File: src/dwsc_pkg.sv
`default_nettype none
package dwsc_pkg;

  // serial frame: command nibble, address nibble, data field, msb first
  typedef struct packed {
    logic [3:0] cmd;
    logic [3:0] addr;
    logic [15:0] data;
  } dwsc_frame_t;

  // synchronised pin group
  typedef struct packed {
    logic sclk;
    logic cs_b;
    logic sdi;
    logic wp_b;
    logic preset_b;
  } dwsc_pins_t;

  localparam dwsc_pins_t PINS_IDLE = '{sclk: 1'b0, cs_b: 1'b1, sdi: 1'b0, wp_b: 1'b1,
                                       preset_b: 1'b1};
  localparam dwsc_frame_t FRAME_NOP = '{cmd: 4'h0, addr: 4'h0, data: 16'h0000};

  localparam logic [4:0] FRAME_BITS = 5'h18;
  localparam logic [4:0] CNT_ZERO = 5'h00;
  localparam logic [4:0] CNT_ONE = 5'h01;

  // commands
  localparam logic [3:0] OP_NOP = 4'h0;
  localparam logic [3:0] OP_RESTORE = 4'h1;
  localparam logic [3:0] OP_STORE = 4'h2;
  localparam logic [3:0] OP_USER = 4'h3;
  localparam logic [3:0] OP_RSH = 4'h4;
  localparam logic [3:0] OP_RSH_ALL = 4'h5;
  localparam logic [3:0] OP_DEC = 4'h6;
  localparam logic [3:0] OP_DEC_ALL = 4'h7;
  localparam logic [3:0] OP_RECALL_ALL = 4'h8;
  localparam logic [3:0] OP_RD_NV = 4'h9;
  localparam logic [3:0] OP_RD_WIPER = 4'ha;
  localparam logic [3:0] OP_WRITE = 4'hb;
  localparam logic [3:0] OP_LSH = 4'hc;
  localparam logic [3:0] OP_LSH_ALL = 4'hd;
  localparam logic [3:0] OP_INC = 4'he;
  localparam logic [3:0] OP_INC_ALL = 4'hf;

  // wiper codes
  localparam logic [9:0] CODE_ZERO = 10'h000;
  localparam logic [9:0] CODE_ONE = 10'h001;
  localparam logic [9:0] CODE_MID = 10'h200;
  localparam logic [9:0] CODE_FULL = 10'h3ff;
  localparam logic [5:0] WIPER_PAD = 6'h00;

  // nonvolatile map
  localparam int NV_WORDS = 16;
  localparam logic [3:0] SAVED_WIPER_ONE = 4'h0;
  localparam logic [3:0] SAVED_WIPER_TWO = 4'h1;
  localparam logic [3:0] USER_WORD_ONE = 4'h2;
  localparam logic [3:0] USER_WORD_TWO = 4'h3;
  localparam logic [3:0] TOLERANCE_WORD = 4'hf;
  localparam logic [15:0] NV_INIT_WIPER = 16'h0200;
  localparam logic [15:0] NV_INIT_USER = 16'h0000;

  // one step of the relative commands on a 10-bit wiper code
  function automatic logic [9:0] dwsc_step(input logic [9:0] code, input logic [3:0] op);
    logic [9:0] r;
    r = code;
    case (op)
      OP_RSH, OP_RSH_ALL: r = code >> 1;
      OP_DEC, OP_DEC_ALL: begin
        if (code != CODE_ZERO) r = code - CODE_ONE;
      end
      OP_LSH, OP_LSH_ALL: begin
        // saturating doubling keeps the log taper monotonic
        if (code == CODE_ZERO) r = CODE_ONE;
        else if (code >= CODE_MID) r = CODE_FULL;
        else r = {code[8:0], 1'b0};
      end
      OP_INC, OP_INC_ALL: begin
        if (code != CODE_FULL) r = code + CODE_ONE;
      end
      default: r = code;
    endcase
    return r;
  endfunction : dwsc_step

endpackage : dwsc_pkg
`default_nettype wire
File: src/dwsc_core.sv
`timescale 1ns/1ps
`default_nettype none
module dwsc_core #(
  parameter logic [15:0] TOLERANCE_VALUE = 16'h0000
) (
  // clock and reset
  input wire logic core_clk_i,
  input wire logic rst_b_i,
  // serial port
  input wire logic spi_sclk_i,
  input wire logic spi_cs_b_i,
  input wire logic spi_sdi_i,
  output logic spi_sdo_o,
  output logic spi_sdo_oe_o,
  // control pins
  input wire logic wp_b_i,
  input wire logic preset_restore_pin_b_i,
  // wiper codes
  output logic [9:0] wiper_terminal_one_o,
  output logic [9:0] wiper_terminal_two_o
);

  dwsc_pkg::dwsc_pins_t pins_raw;
  dwsc_pkg::dwsc_pins_t s1_reg;
  dwsc_pkg::dwsc_pins_t s2_reg;
  dwsc_pkg::dwsc_pins_t s3_reg;
  dwsc_pkg::dwsc_pins_t filt_reg;
  dwsc_pkg::dwsc_pins_t filt_q_reg;
  dwsc_pkg::dwsc_frame_t shift_reg;
  dwsc_pkg::dwsc_frame_t exec_frame_reg;
  dwsc_pkg::dwsc_frame_t last_frame_reg;
  dwsc_pkg::dwsc_frame_t out_word;
  logic [4:0] bit_cnt_reg;
  logic exec_reg;
  logic restore_reg;
  logic sdo_reg;
  logic sdo_oe_reg;
  logic [9:0] wiper_register_one_reg;
  logic [9:0] wiper_register_two_reg;
  logic [9:0] wiper_one_next;
  logic [9:0] wiper_two_next;
  logic [15:0] nonvolatile_store_reg [dwsc_pkg::NV_WORDS];
  logic sclk_rise;
  logic sclk_fall;
  logic cs_fall;
  logic cs_rise;
  logic preset_fall;
  logic nv_write_ok;

  assign pins_raw = '{sclk: spi_sclk_i, cs_b: spi_cs_b_i, sdi: spi_sdi_i, wp_b: wp_b_i,
                      preset_b: preset_restore_pin_b_i};

  // three-stage synchroniser, a change is accepted once stages two and three agree
  always_ff @(posedge core_clk_i) begin
    if (!rst_b_i) begin
      s1_reg <= dwsc_pkg::PINS_IDLE;
      s2_reg <= dwsc_pkg::PINS_IDLE;
      s3_reg <= dwsc_pkg::PINS_IDLE;
      filt_reg <= dwsc_pkg::PINS_IDLE;
      filt_q_reg <= dwsc_pkg::PINS_IDLE;
    end else begin
      s1_reg <= pins_raw;
      s2_reg <= s1_reg;
      s3_reg <= s2_reg;
      filt_reg <= (s3_reg & ~(s2_reg ^ s3_reg)) | (filt_reg & (s2_reg ^ s3_reg));
      filt_q_reg <= filt_reg;
    end
  end

  assign sclk_rise = filt_reg.sclk & ~filt_q_reg.sclk & ~filt_reg.cs_b;
  assign sclk_fall = ~filt_reg.sclk & filt_q_reg.sclk & ~filt_reg.cs_b;
  assign cs_fall = ~filt_reg.cs_b & filt_q_reg.cs_b;
  assign cs_rise = filt_reg.cs_b & ~filt_q_reg.cs_b;
  assign preset_fall = ~filt_reg.preset_b & filt_q_reg.preset_b;
  assign nv_write_ok = filt_reg.wp_b;

  // clock count of the current frame, saturating at one full frame
  always_ff @(posedge core_clk_i) begin
    if (!rst_b_i) begin
      bit_cnt_reg <= dwsc_pkg::CNT_ZERO;
    end else if (cs_fall) begin
      bit_cnt_reg <= dwsc_pkg::CNT_ZERO;
    end else if (sclk_rise && bit_cnt_reg != dwsc_pkg::FRAME_BITS) begin
      bit_cnt_reg <= bit_cnt_reg + dwsc_pkg::CNT_ONE;
    end
  end

  // frame latch on chip-select release; partial frames are dropped
  always_ff @(posedge core_clk_i) begin
    if (!rst_b_i) begin
      exec_reg <= 1'b0;
      exec_frame_reg <= dwsc_pkg::FRAME_NOP;
      last_frame_reg <= dwsc_pkg::FRAME_NOP;
    end else begin
      exec_reg <= 1'b0;
      if (cs_rise && bit_cnt_reg == dwsc_pkg::FRAME_BITS) begin
        // in a chain the last 24 bits clocked in are this device's frame
        exec_reg <= 1'b1;
        exec_frame_reg <= shift_reg;
        last_frame_reg <= shift_reg;
      end else if (cs_rise && bit_cnt_reg == dwsc_pkg::CNT_ZERO) begin
        exec_reg <= 1'b1;
        exec_frame_reg <= last_frame_reg;
      end
    end
  end

  // word to present in the next frame
  always_comb begin
    out_word = exec_frame_reg;
    if (exec_frame_reg.cmd == dwsc_pkg::OP_RD_NV) begin
      out_word.data = nonvolatile_store_reg[exec_frame_reg.addr];
    end else if (exec_frame_reg.cmd == dwsc_pkg::OP_RD_WIPER) begin
      out_word.data = {dwsc_pkg::WIPER_PAD,
                       exec_frame_reg.addr[0] ? wiper_register_two_reg
                                              : wiper_register_one_reg};
    end
  end

  // one register both receives and transmits, so chained devices pass bits on
  always_ff @(posedge core_clk_i) begin
    if (!rst_b_i) begin
      shift_reg <= dwsc_pkg::FRAME_NOP;
    end else if (exec_reg) begin
      shift_reg <= out_word;
    end else if (sclk_rise) begin
      shift_reg <= {shift_reg[22:0], filt_reg.sdi};
    end
  end

  // data changes on the falling clock so the host samples a settled bit
  always_ff @(posedge core_clk_i) begin
    if (!rst_b_i) begin
      sdo_reg <= 1'b0;
      sdo_oe_reg <= 1'b0;
    end else begin
      sdo_oe_reg <= ~filt_reg.cs_b;
      if (cs_fall || sclk_fall) begin
        sdo_reg <= shift_reg[23];
      end
    end
  end

  // next wiper value for a decoded command
  function automatic logic [9:0] wiper_next(input logic idx, input logic [9:0] code,
                                            input dwsc_pkg::dwsc_frame_t f,
                                            input logic [15:0] saved);
    logic [9:0] r;
    logic hit;
    r = code;
    hit = (f.addr[0] == idx);
    case (f.cmd)
      dwsc_pkg::OP_WRITE: if (hit) r = f.data[9:0];
      dwsc_pkg::OP_RESTORE: if (hit) r = saved[9:0];
      dwsc_pkg::OP_RECALL_ALL: r = saved[9:0];
      dwsc_pkg::OP_RSH, dwsc_pkg::OP_DEC, dwsc_pkg::OP_LSH, dwsc_pkg::OP_INC: begin
        if (hit) r = dwsc_pkg::dwsc_step(code, f.cmd);
      end
      dwsc_pkg::OP_RSH_ALL, dwsc_pkg::OP_DEC_ALL,
      dwsc_pkg::OP_LSH_ALL, dwsc_pkg::OP_INC_ALL: r = dwsc_pkg::dwsc_step(code, f.cmd);
      default: r = code;
    endcase
    return r;
  endfunction : wiper_next

  assign wiper_one_next = wiper_next(1'b0, wiper_register_one_reg, exec_frame_reg,
                                     nonvolatile_store_reg[dwsc_pkg::SAVED_WIPER_ONE]);
  assign wiper_two_next = wiper_next(1'b1, wiper_register_two_reg, exec_frame_reg,
                                     nonvolatile_store_reg[dwsc_pkg::SAVED_WIPER_TWO]);

  // automatic restore request: after reset and on each preset strobe
  always_ff @(posedge core_clk_i) begin
    if (!rst_b_i) begin
      restore_reg <= 1'b1;
    end else begin
      restore_reg <= preset_fall;
    end
  end

  always_ff @(posedge core_clk_i) begin
    if (!rst_b_i) begin
      wiper_register_one_reg <= dwsc_pkg::CODE_MID;
      wiper_register_two_reg <= dwsc_pkg::CODE_MID;
    end else if (restore_reg) begin
      wiper_register_one_reg <= nonvolatile_store_reg[dwsc_pkg::SAVED_WIPER_ONE][9:0];
      wiper_register_two_reg <= nonvolatile_store_reg[dwsc_pkg::SAVED_WIPER_TWO][9:0];
    end else if (exec_reg) begin
      wiper_register_one_reg <= wiper_one_next;
      wiper_register_two_reg <= wiper_two_next;
    end
  end

  // nonvolatile words held in flops; reset stands in for the programmed contents
  always_ff @(posedge core_clk_i) begin
    if (!rst_b_i) begin
      for (int i = 0; i < dwsc_pkg::NV_WORDS; i++) begin
        nonvolatile_store_reg[i] <= dwsc_pkg::NV_INIT_USER;
      end
      nonvolatile_store_reg[dwsc_pkg::SAVED_WIPER_ONE] <= dwsc_pkg::NV_INIT_WIPER;
      nonvolatile_store_reg[dwsc_pkg::SAVED_WIPER_TWO] <= dwsc_pkg::NV_INIT_WIPER;
      nonvolatile_store_reg[dwsc_pkg::TOLERANCE_WORD] <= TOLERANCE_VALUE;
    end else if (exec_reg && nv_write_ok) begin
      if (exec_frame_reg.cmd == dwsc_pkg::OP_STORE) begin
        nonvolatile_store_reg[{3'b000, exec_frame_reg.addr[0]}] <=
          {dwsc_pkg::WIPER_PAD,
           exec_frame_reg.addr[0] ? wiper_register_two_reg : wiper_register_one_reg};
      end else if (exec_frame_reg.cmd == dwsc_pkg::OP_USER &&
                   exec_frame_reg.addr != dwsc_pkg::TOLERANCE_WORD) begin
        nonvolatile_store_reg[exec_frame_reg.addr] <= exec_frame_reg.data;
      end
    end
  end

  assign spi_sdo_o = sdo_reg;
  assign spi_sdo_oe_o = sdo_oe_reg;
  assign wiper_terminal_one_o = wiper_register_one_reg;
  assign wiper_terminal_two_o = wiper_register_two_reg;

  property p_write_one;
    @(posedge core_clk_i) disable iff (!rst_b_i)
    (exec_reg && !restore_reg && exec_frame_reg.cmd == dwsc_pkg::OP_WRITE &&
     exec_frame_reg.addr == 4'h0)
    |=> wiper_terminal_one_o == $past(exec_frame_reg.data[9:0]);
  endproperty
  a_write_one: assert property (p_write_one) else $error("wiper one not written");

  property p_readback_frame;
    @(posedge core_clk_i) disable iff (!rst_b_i)
    (exec_reg && exec_frame_reg.cmd != dwsc_pkg::OP_RD_NV &&
     exec_frame_reg.cmd != dwsc_pkg::OP_RD_WIPER)
    |=> shift_reg == $past(exec_frame_reg);
  endproperty
  a_readback_frame: assert property (p_readback_frame) else $error("frame not echoed");

  property p_increment;
    @(posedge core_clk_i) disable iff (!rst_b_i)
    (exec_reg && !restore_reg && exec_frame_reg.cmd == dwsc_pkg::OP_INC &&
     exec_frame_reg.addr == 4'h0 && wiper_register_one_reg != dwsc_pkg::CODE_FULL)
    |=> wiper_register_one_reg == $past(wiper_register_one_reg) + dwsc_pkg::CODE_ONE;
  endproperty
  a_increment: assert property (p_increment) else $error("increment wrong");

  property p_protect;
    @(posedge core_clk_i) disable iff (!rst_b_i)
    (exec_reg && !filt_reg.wp_b)
    |=> $stable(nonvolatile_store_reg[dwsc_pkg::SAVED_WIPER_ONE]) &&
        $stable(nonvolatile_store_reg[dwsc_pkg::USER_WORD_ONE]);
  endproperty
  a_protect: assert property (p_protect) else $error("protected word changed");

  property p_saturate;
    @(posedge core_clk_i) disable iff (!rst_b_i)
    (exec_reg && !restore_reg && exec_frame_reg.cmd == dwsc_pkg::OP_LSH &&
     exec_frame_reg.addr == 4'h0 && wiper_register_one_reg >= dwsc_pkg::CODE_MID)
    |=> wiper_register_one_reg == dwsc_pkg::CODE_FULL;
  endproperty
  a_saturate: assert property (p_saturate) else $error("doubling did not saturate");

  property p_zero_double;
    @(posedge core_clk_i) disable iff (!rst_b_i)
    (exec_reg && !restore_reg && exec_frame_reg.cmd == dwsc_pkg::OP_LSH_ALL &&
     wiper_register_two_reg == dwsc_pkg::CODE_ZERO)
    |=> wiper_register_two_reg == dwsc_pkg::CODE_ONE;
  endproperty
  a_zero_double: assert property (p_zero_double) else $error("zero doubling wrong");

  property p_wiper_read;
    @(posedge core_clk_i) disable iff (!rst_b_i)
    (exec_reg && exec_frame_reg.cmd == dwsc_pkg::OP_RD_WIPER && exec_frame_reg.addr == 4'h0)
    |=> shift_reg.data == {dwsc_pkg::WIPER_PAD, $past(wiper_register_one_reg)} &&
        shift_reg.cmd == dwsc_pkg::OP_RD_WIPER;
  endproperty
  a_wiper_read: assert property (p_wiper_read) else $error("wiper readback wrong");

  property p_nop;
    @(posedge core_clk_i) disable iff (!rst_b_i)
    (exec_reg && !restore_reg && exec_frame_reg.cmd == dwsc_pkg::OP_NOP)
    |=> $stable(wiper_register_one_reg) && $stable(wiper_register_two_reg);
  endproperty
  a_nop: assert property (p_nop) else $error("no-operation changed a wiper");

  property p_preset;
    @(posedge core_clk_i) disable iff (!rst_b_i)
    preset_fall |-> ##2 wiper_register_two_reg ==
                        nonvolatile_store_reg[dwsc_pkg::SAVED_WIPER_TWO][9:0];
  endproperty
  a_preset: assert property (p_preset) else $error("preset restore missed");

  property p_tolerance_ro;
    @(posedge core_clk_i) disable iff (!rst_b_i)
    exec_reg |=> $stable(nonvolatile_store_reg[dwsc_pkg::TOLERANCE_WORD]);
  endproperty
  a_tolerance_ro: assert property (p_tolerance_ro) else $error("tolerance word written");

endmodule : dwsc_core
`default_nettype wire

File: config.mk
export PLATFORM = sky130hd
export DESIGN_NAME = dwsc_core
export DESIGN_NICKNAME = d
export VERILOG_FILES = /design/src/dwsc_pkg.sv /design/src/dwsc_core.sv
export SDC_FILE = /design/constraint.sdc
export NUM_CORES = 1
export LEC_CHECK = 0
export BUFFER_PORTS_ARGS = -buffer_cell sky130_fd_sc_hd__buf_2
export CELL_PAD_IN_SITES_DETAIL_PLACEMENT = 1
export CELL_PAD_IN_SITES_GLOBAL_PLACEMENT = 2
export CORE_ASPECT_RATIO = 1.5
export CORE_MARGIN = 1.5
export CORE_UTILIZATION = 44
export DETAILED_ROUTE_END_ITERATION = 12
export PLACE_DENSITY_LB_ADDON = 0.1
export SLEW_MARGIN = 20
export SYNTH_ARGS = -nofsm -noshare
export SYNTH_HDL_FRONTEND = slang
export SYNTH_SLANG_ARGS = --single-unit
File: constraint.sdc
create_clock -name core_clk_i -period 3.2 [get_ports core_clk_i]
set_clock_uncertainty 0.15 [all_clocks]
set_input_delay 0.64 -clock core_clk_i [delete_from_list [all_inputs] [get_ports core_clk_i]]
set_output_delay 0.64 -clock core_clk_i [all_outputs]
set_load 0.005 [all_outputs]
==> out/metrics.csv, run 1 <==
metric;value;unit
cpMostUsedCell;buf_4;
cts_made_buffers;39;
numPortBuffers;28;
critPathLaunchType;register;
wl_per_cell;24.5;um
post_cts_resized;0;
worstSkewPairLatency;560;ps
synth_largest_area_cell;edfxtp_1;
ys_types;66;
clk_pin_slew_worst_paths;60;ps
synthCells;1513;
core_area;39400;um2
max_freq;356;MHz
dp_hpwl;36800;um
synth_edf_count;256;
ios;29;
period_needed;2810;ps
chipWidth;166;um
firstDrtPassIters;9;
violations;design-rule violations;
async_flop_share;0;
critPathArrivalTime;3050;ps
die_area;41300;um2
crit_buf_inv;2;
final-setup-viol-count;0;
postRouteAntennaNets;0;
cts_sinks;384;
synthToLayoutAreaGrowth;14.4;%
synth_flop_cell;edfxtp_1;
relSlewSlack;0.331;
routed_wl;51200;um
ys_warn_count;0;
rows;89;
diodes;0;
place_congestion;0.875;
status;finished with violations;
syn_area;17600;um2
die_h;248;um
timing.hold.ws;124;ps
initial_core_util;0.447;
htreeDepth;2;
avgSynthCellArea;11.7;um2
final_nets;1572;
ys_seq_area_frac;0.581;
drc_errors;1;
synth_seq_cells;384;
grt_max_degree;68;
utilization;0.512;
endpoint_kind;register;
tightest_slew;1000;ps
cp_max_fo;31;
postCtsSetupBuffers;0;
clk_path_buf_depth;3;
fin_tns_setup;0;ps
layout_commonest_cell;nor2_1;
final_layout_size_suffix_gt1_frac;0.175;
holdBufCountCts;0;
largest_reg_flops;256;
synth_area_leaders;edfxtp_1 (44%), dfxtp_1 (15%), mux4_2 (9.5%);
final_cell_mix;nor2_1 (316), edfxtp_1 (256), dfxtp_1 (126);
crit_required;3440;ps
cts_tree;done;
maxSlewViolCount;0;
via_per_inst;5.80;
hold_violations;0;
crit_type;register to register;
critPathTopFamily;simple AND/OR/NAND/NOR gates;
drt-initial-drc-count;741;
cts-root-buf;clkbuf_16;
crit_slowest_cell;and3_1;
finalCritPeriodShare;0.878;
setup_ws;392;ps
leakage;0.00685;uW
track_usage;0.256;
worstPathCellList;buf_4 > nand3_1 > nor4_1 > buf_4 > nand4_1 > and3_1 > o311ai_0 > a31oi_1;
antenna_found_initial;0;
min-delay-path-class;primary input to register;
synth_top_area_frac;0.436;
grt_pass1_wl;79800;um
num_vias;12132;
grt_pass1_vias;13009;
grt-ovfl-total;0;
placed_cell_area;18800;um2
peakVddDrop;0.454;mV
fin_area;20200;um2
rsz0062_at_grt;false;
dp_slack;434;ps
crit_path_max_incr_delay;460;ps
powerDensity;537;nW/um2
maxCapViolations;0;
metrics by stage:
stage	std cells	power, uW
2_1_floorplan	1528	5870
3_3_place_gp	2020	6090
3_5_place_dp	2020	6110
4_1_cts	2092	11000
5_1_grt	2092	11100
6_report	2092	10800
routing by layer:
layer,up-vias,global-route usage,part of all wire
met1,6170,0.299,0.40
met5,-,0,0
met2,228,0.480,0.53
met4,0,0.103,0.038
li1,5640,-,-
met3,94,0.0297,0.032
cell families (layout without fill, tap and decap cells):
family	count (synthesis)	in the layout	share of synthesized area
buffers and inverters	160	224	0.0380
and+or+nand+nor	568	568	0.143
adders and majority gates	4	4	0.00284
DFF	384	384	0.581
other	1	16	0.000213
AOI/OAI and AO/OA	231	231	0.0893
xor gates and xnor gates	21	21	0.0104
muxes	144	144	0.134
layout make-up:
cell class / instances / area [um2]
Fill cell: 4087 / 19300
Sequential cell: 384 / 10300
Multi-Input combinational cell: 984 / 6790
Timing Repair Buffer: 128 / 1050
Clock buffer: 48 / 1020
Tap cell: 500 / 626
Clock inverter: 24 / 329
Inverter: 24 / 90.1
path summary, 6_finish.rpt:
kind                             endpoint  slack (ps)  cells past startpoint                from
hold reg to reg                 s2_reg[0]         260                      1           s1_reg[0]
hold / removal                  s1_reg[3]         120                      2          spi_cs_b_i
setup reg to reg  wiper_terminal_one_o[3]         390                      8  exec_frame_reg[22]
setup / recovery  wiper_terminal_one_o[3]         390                      8  exec_frame_reg[22]
synthesized netlist by cell type (3+ instances only):
master       n
nor2_1     317
edfxtp_1   256
dfxtp_1    128
nand2_1     95
clkbuf_1    90
mux4_2      74
mux2i_1     70
a21oi_1     42
a211oi_1    36
o21ai_0     35
nand3_1     31
buf_2       26
inv_1       23
and2_1      22
o221ai_1    22
and3_1      19
nand2b_1    16
buf_1       15
o211ai_1    14
nor3_1      13
nand4_1     12
o22ai_1     11
xnor2_1     11
o21ai_1     10
xor2_1      10
a31oi_1      9
a22oi_1      8
o311ai_0     8
nor2b_1      7
nor3b_1      7
or3_1        7
nor4_1       6
buf_6        5
o2111ai_1    5
a22o_1       4
ha_1         4
o31ai_1      4
a21o_1       3
a221oi_1     3
or4_1        3
power breakdown:
part	switching, uW	leakage (uW)	internal [uW]
clock network	1970	0.000660	2860
registers	79.5	0.00367	5410
logic	310	0.00252	195
total	2360	0.00685	8470
(Power assumes the default switching activity.)
==> inputs of run 2 (changes only) <==
--- a/config.mk
+++ b/config.mk
@@ -5,11 +5,11 @@
 export SDC_FILE = /design/constraint.sdc
 export NUM_CORES = 1
 export LEC_CHECK = 0
-export BUFFER_PORTS_ARGS = -buffer_cell sky130_fd_sc_hd__buf_2
+export BUFFER_PORTS_ARGS = -buffer_cell sky130_fd_sc_hd__buf_4
 export CELL_PAD_IN_SITES_DETAIL_PLACEMENT = 1
 export CELL_PAD_IN_SITES_GLOBAL_PLACEMENT = 2
 export CORE_ASPECT_RATIO = 1.5
-export CORE_MARGIN = 1.5
+export CORE_MARGIN = 4
 export CORE_UTILIZATION = 44
 export DETAILED_ROUTE_END_ITERATION = 12
 export PLACE_DENSITY_LB_ADDON = 0.1
==> run 2 against run 1 <==
The run now ends clean. Count of clock-buffer cells in the layout grew 4. Sequential share of layout area grew 0.11 points. Non-clock buffer count grew 2. Global-route usage shrank 1.0 points. Critical path type unchanged. Critical endpoint is now wiper_terminal_one_o[5].
==> out/metrics.csv, run 2 (synthesis results as in run 1) <==
metric;value;unit;change
cp_max_fo;20;;was 31
via_per_inst;5.95;;was 5.80
cts_tree;done;;unchanged
maxCapViolations;0;;unchanged
grt_pass1_wl;81300;um;was 79800 um
peakVddDrop;0.420;mV;was 0.454 mV
grt_pass1_vias;13272;;was 13009
status;finished clean;;was finished with violations
core_area;39500;um2;was 39400 um2
final_layout_size_suffix_gt1_frac;0.174;;was 0.175
track_usage;0.246;;was 0.256
rows;89;;unchanged
hold_depth;2;;unchanged
placed_cell_area;18900;um2;was 18800 um2
grt-ovfl-total;0;;unchanged
post_cts_resized;0;;unchanged
nFillCells;4090;;was 4087
clk_pin_slew_worst_paths;70;ps;was 60 ps
leakage;0.00680;uW;was 0.00685 uW
hold_violations;0;;unchanged
die_area;43400;um2;was 41300 um2
final_cell_mix;nor2_1 (316), edfxtp_1 (256), dfxtp_1 (125);;was nor2_1 (316), edfxtp_1 (256), dfxtp_1 (126)
final_nets;1574;;was 1572
critPathArrivalTime;3070;ps;was 3050 ps
diodes;0;;unchanged
tightest_slew;866;ps;was 1000 ps
largest_reg_flops;256;;unchanged
routed_wl;52800;um;was 51200 um
powerDensity;524;nW/um2;was 537 nW/um2
cts-root-buf;clkbuf_16;;unchanged
drt-initial-drc-count;787;;was 741
ios;29;;unchanged
finalCritPeriodShare;0.870;;was 0.878
grt_max_degree;60;;was 68
clk_path_buf_depth;3;;unchanged
numPortBuffers;28;;unchanged
antenna_found_initial;0;;unchanged
min-delay-path-class;primary input to register;;unchanged
relSlewSlack;0.422;;was 0.331
r2r_end;wiper_terminal_one_o[5];;was wiper_terminal_one_o[3]
setup.worst_path.start;exec_frame_reg[21];;was exec_frame_reg[22]
layout_commonest_cell;nor2_1;;unchanged
worstSkewPairLatency;550;ps;was 560 ps
fin_tns_setup;0;ps;unchanged
rsz0062_at_grt;false;;unchanged
holdBufCountCts;0;;unchanged
htreeDepth;2;;unchanged
firstDrtPassIters;5;;was 9
dp_hpwl;38200;um;was 36800 um
fin_area;20100;um2;was 20200 um2
drc_errors;0;;was 1
postRouteAntennaNets;0;;unchanged
initial_core_util;0.446;;was 0.447
cts_sinks;384;;unchanged
utilization;0.509;;was 0.512
reg2reg_from;exec_frame_reg[21];;was exec_frame_reg[22]
place_congestion;0.870;;was 0.875
endpoint_kind;register;;unchanged
r2r_slack;410;ps;was 390 ps
cts_made_buffers;39;;unchanged
die_h;253;um;was 248 um
max_freq;359;MHz;was 356 MHz
chipWidth;171;um;was 166 um
num_vias;12424;;was 12132
final-setup-viol-count;0;;unchanged
crit_required;3480;ps;was 3440 ps
crit_type;register to register;;unchanged
synthToLayoutAreaGrowth;14.1;%;was 14.4%
reg2reg_depth;8;;unchanged
postCtsSetupBuffers;0;;unchanged
wl_per_cell;25.3;um;was 24.5 um
critPathLaunchType;register;;unchanged
critPathCapture;wiper_terminal_one_o[5];;was wiper_terminal_one_o[3]
period_needed;2790;ps;was 2810 ps
maxSlewViolCount;0;;unchanged
==> run 2: layout make-up <==
class	instances	area (um2)	area share
sequential	384	10300	0.510
timing repair buffer	130	1110	0.0553
multi-input combinational	984	6790	0.338
clock buffer	52	1120	0.0556
inverter	24	90.1	0.00448
clock inverter	15	126	0.00628
tap	500	626	0.0311
==> run 2: routing by layer <==
| metal | up-vias | track usage | share of wire |
|---|---|---|---|
| li1 | 5652 | - | - |
| met1 | 6349 | 0.287 | 0.38 |
| met2 | 302 | 0.456 | 0.54 |
| met3 | 121 | 0.0278 | 0.033 |
| met4 | 0 | 0.0988 | 0.041 |
| met5 | - | 0 | 0 |
==> run 2: worst min path at each step <==
| stage | from | to | slack [ps] |
|---|---|---|---|
| 3_3_place_gp | s1_reg[0] | s2_reg[0] | 250 |
| 5_1_grt | spi_cs_b_i | s1_reg[3] | 120 |
| 6_report | spi_cs_b_i | s1_reg[3] | 140 |
| 3_5_place_dp | s1_reg[3] | s2_reg[3] | 250 |
| 2_1_floorplan | s1_reg[0] | s2_reg[0] | 240 |
| 4_1_cts | spi_cs_b_i | s1_reg[3] | 120 |
==> run 2: report_power, final <==
| group | switching [uW] | leakage [uW] | total, uW | internal (uW) |
|---|---|---|---|---|
| registers | 83.6 | 0.00367 | 5500 | 5410 |
| logic | 316 | 0.00253 | 513 | 198 |
| clock network | 1920 | 0.000607 | 4530 | 2610 |
| total | 2320 | 0.00680 | 10500 | 8220 |
==> run 2: through the flow <==
stage | instances | hold WS, ps | power, uW | worst slack [ps]
CTS | 2089 | 120 | 10700 | 413
detailed placement | 2022 | 251 | 6120 | 391
global placement | 2022 | 251 | 6100 | 397
floorplan | 1528 | 236 | 5870 | 280
finish | 2089 | 141 | 10500 | 414
global route | 2089 | 124 | 10900 | 241
==> run 2: critical path: stages (launching register included) <==
cell	delay, ps
dfxtp_1	350
buf_4	230
nor2_1	340
a21oi_1	150
o221ai_1	370
and3_1	600
buf_4	250
a2bb2oi_1	160
o22ai_1	90
==> inputs of run 3 (changes only) <==
--- a/config.mk
+++ b/config.mk
@@ -6,11 +6,12 @@
 export NUM_CORES = 1
 export LEC_CHECK = 0
 export BUFFER_PORTS_ARGS = -buffer_cell sky130_fd_sc_hd__buf_4
+export CAP_MARGIN = 20
 export CELL_PAD_IN_SITES_DETAIL_PLACEMENT = 1
 export CELL_PAD_IN_SITES_GLOBAL_PLACEMENT = 2
 export CORE_ASPECT_RATIO = 1.5
 export CORE_MARGIN = 4
-export CORE_UTILIZATION = 44
+export CORE_UTILIZATION = 45
 export DETAILED_ROUTE_END_ITERATION = 12
 export PLACE_DENSITY_LB_ADDON = 0.1
 export SLEW_MARGIN = 20
==> constraint.sdc (replaced) <==
create_clock -name core_clk_i -period 3.6 [get_ports core_clk_i]
set_clock_uncertainty 0.15 [all_clocks]
set_input_delay 0.72 -clock core_clk_i [delete_from_list [all_inputs] [get_ports core_clk_i]]
set_output_delay 0.72 -clock core_clk_i [all_outputs]
set_load 0.005 [all_outputs]
==> run 3 against run 2 <==
Flip-flop and latch count did not move. Utilization is 0.59 points higher. Non-clock buffer count shrank 14. Setup slack better by 10 ps. Critical path depth unchanged. Register-to-register slack is essentially flat. Power decreased by 11%. Global-route usage barely moved. Via count is 0.74% lower. Hold slack improved by 82 ps. Clock power shrank 11%. Design area down 1.1%.
==> out/metrics.csv, run 3 (synthesis results as in run 1) <==
metric;value;unit;change
antenna_found_initial;0;;unchanged
dp_slack;489;ps;was 391 ps
numPortBuffers;28;;unchanged
diodes;0;;unchanged
fin_area;19900;um2;was 20100 um2
die_h;250;um;was 253 um
core_area;38600;um2;was 39500 um2
dp_hpwl;37000;um;was 38200 um
crit_required;3850;ps;was 3480 ps
powerDensity;470;nW/um2;was 524 nW/um2
finalPower;9350;uW;was 10500 uW
relSlewSlack;0.295;;was 0.422
postCtsSetupBuffers;0;;unchanged
ios;29;;unchanged
htreeDepth;2;;unchanged
critPathLaunchType;register;;unchanged
power_frac_clock;0.431;;was 0.430
finalCritPeriodShare;0.882;;was 0.870
setup_ws;425;ps;was 414 ps
status;finished clean;;unchanged
routed_wl;51700;um;was 52800 um
fin_tns_setup;0;ps;unchanged
crit_type;register to register;;unchanged
track_usage;0.246;;about the same
maxCapViolations;0;;unchanged
p_comb_frac;0.045;;was 0.049
post_cts_resized;0;;unchanged
drc_errors;0;;unchanged
endpoint_kind;register;;unchanged
holdBufCountCts;0;;unchanged
critPathArrivalTime;3430;ps;was 3070 ps
via_per_inst;5.95;;about the same
cts-root-buf;clkbuf_16;;unchanged
num_vias;12332;;was 12424
p_int;7310;uW;was 8220 uW
grt_pass1_wl;80300;um;was 81300 um
period_needed;3180;ps;was 2790 ps
final_layout_size_suffix_gt1_frac;0.170;;was 0.174
max_freq;315;MHz;was 359 MHz
firstDrtPassIters;6;;was 5
peakVddDrop;0.506;mV;was 0.420 mV
drt-initial-drc-count;922;;was 787
leakage;0.00670;uW;was 0.00680 uW
postRouteAntennaNets;0;;unchanged
rsz0062_at_grt;false;;unchanged
cts_tree;done;;unchanged
wl_per_cell;25.0;um;was 25.3 um
die_area;42500;um2;was 43400 um2
rows;88;;was 89
final-setup-viol-count;0;;unchanged
grt-ovfl-total;0;;unchanged
maxSlewViolCount;0;;unchanged
power_frac_seq;0.523;;was 0.522
cts_sinks;384;;unchanged
cp_max_fo;11;;was 20
clk_path_buf_depth;3;;unchanged
worstSkewPairLatency;540;ps;was 550 ps
largest_reg_flops;256;;unchanged
p_switching;2040;uW;was 2320 uW
final_nets;1560;;was 1574
initial_core_util;0.456;;was 0.446
cts_made_buffers;39;;unchanged
grt_pass1_vias;12937;;was 13272
min-delay-path-class;primary input to register;;unchanged
place_congestion;0.847;;was 0.870
grt_max_degree;68;;was 60
layout_commonest_cell;nor2_1;;unchanged
tightest_slew;1040;ps;was 866 ps
clk_pin_slew_worst_paths;70;ps;about the same
placed_cell_area;18700;um2;was 18900 um2
switching_share;0.218;;was 0.220
final_cell_mix;nor2_1 (316), edfxtp_1 (256), dfxtp_1 (125);;unchanged
hold_violations;0;;unchanged
chipWidth;170;um;was 171 um
synthToLayoutAreaGrowth;12.9;%;was 14.1%
run 3: final timing paths:
| path | startpoint | cells after the start | endpoint | slack [ps] |
|---|---|---|---|---|
| setup / recovery | exec_frame_reg[21] | 8 | wiper_terminal_two_o[8] | 420 |
| hold / removal | preset_restore_pin_b_i | 2 | s1_reg[0] | 220 |
| setup reg to reg | exec_frame_reg[21] | 8 | wiper_terminal_two_o[8] | 420 |
| hold reg to reg | s1_reg[1] | 1 | s2_reg[1] | 260 |
run 3: per-stage QoR:
stage	cells	hold WS (ps)	utilization
after floorplan	1528	236	-
after global placement	2003	248	0.483
after detailed placement	2003	254	0.483
after CTS	2072	196	0.515
after global routing	2072	218	0.515
final	2072	223	0.515
run 3: critical path, stage by stage (launching register included):
cell and delay, ps:
dfxtp_1 580, and3_1 340, xnor2_1 140, ha_1 290, inv_1 60, o311ai_0 900, xnor2_1 180, a211oi_1 290
o31ai_1 110
run 3: area by class of cell:
class | instances | area, um2
fillers | 4048 | 18700
multi-input cells | 984 | 6790
inverters | 24 | 90.1
flip-flops and latches | 384 | 10300
clock inverters | 20 | 201
clock buffers | 49 | 1040
well taps | 495 | 619
repair buffers | 116 | 896
run 3: routing by layer:
metal	track usage	up-vias	wire length, um
met5	0	-	0
met4	0.0803	0	1660
met3	0.0290	104	2090
met2	0.451	299	28000
met1	0.298	6304	20000
li1	-	5625	-
run 3: power groups by stage:
| stage | Sequential (uW) | Combinational (uW) | Clock (uW) |
|---|---|---|---|
| detailed placement | 4990 | 424 | 0 |
| global placement | 4980 | 419 | 0 |
| CTS | 4890 | 427 | 4130 |
| global route | 4900 | 459 | 4330 |
| finish | 4890 | 425 | 4040 |
| floorplan | 4940 | 278 | 0 |
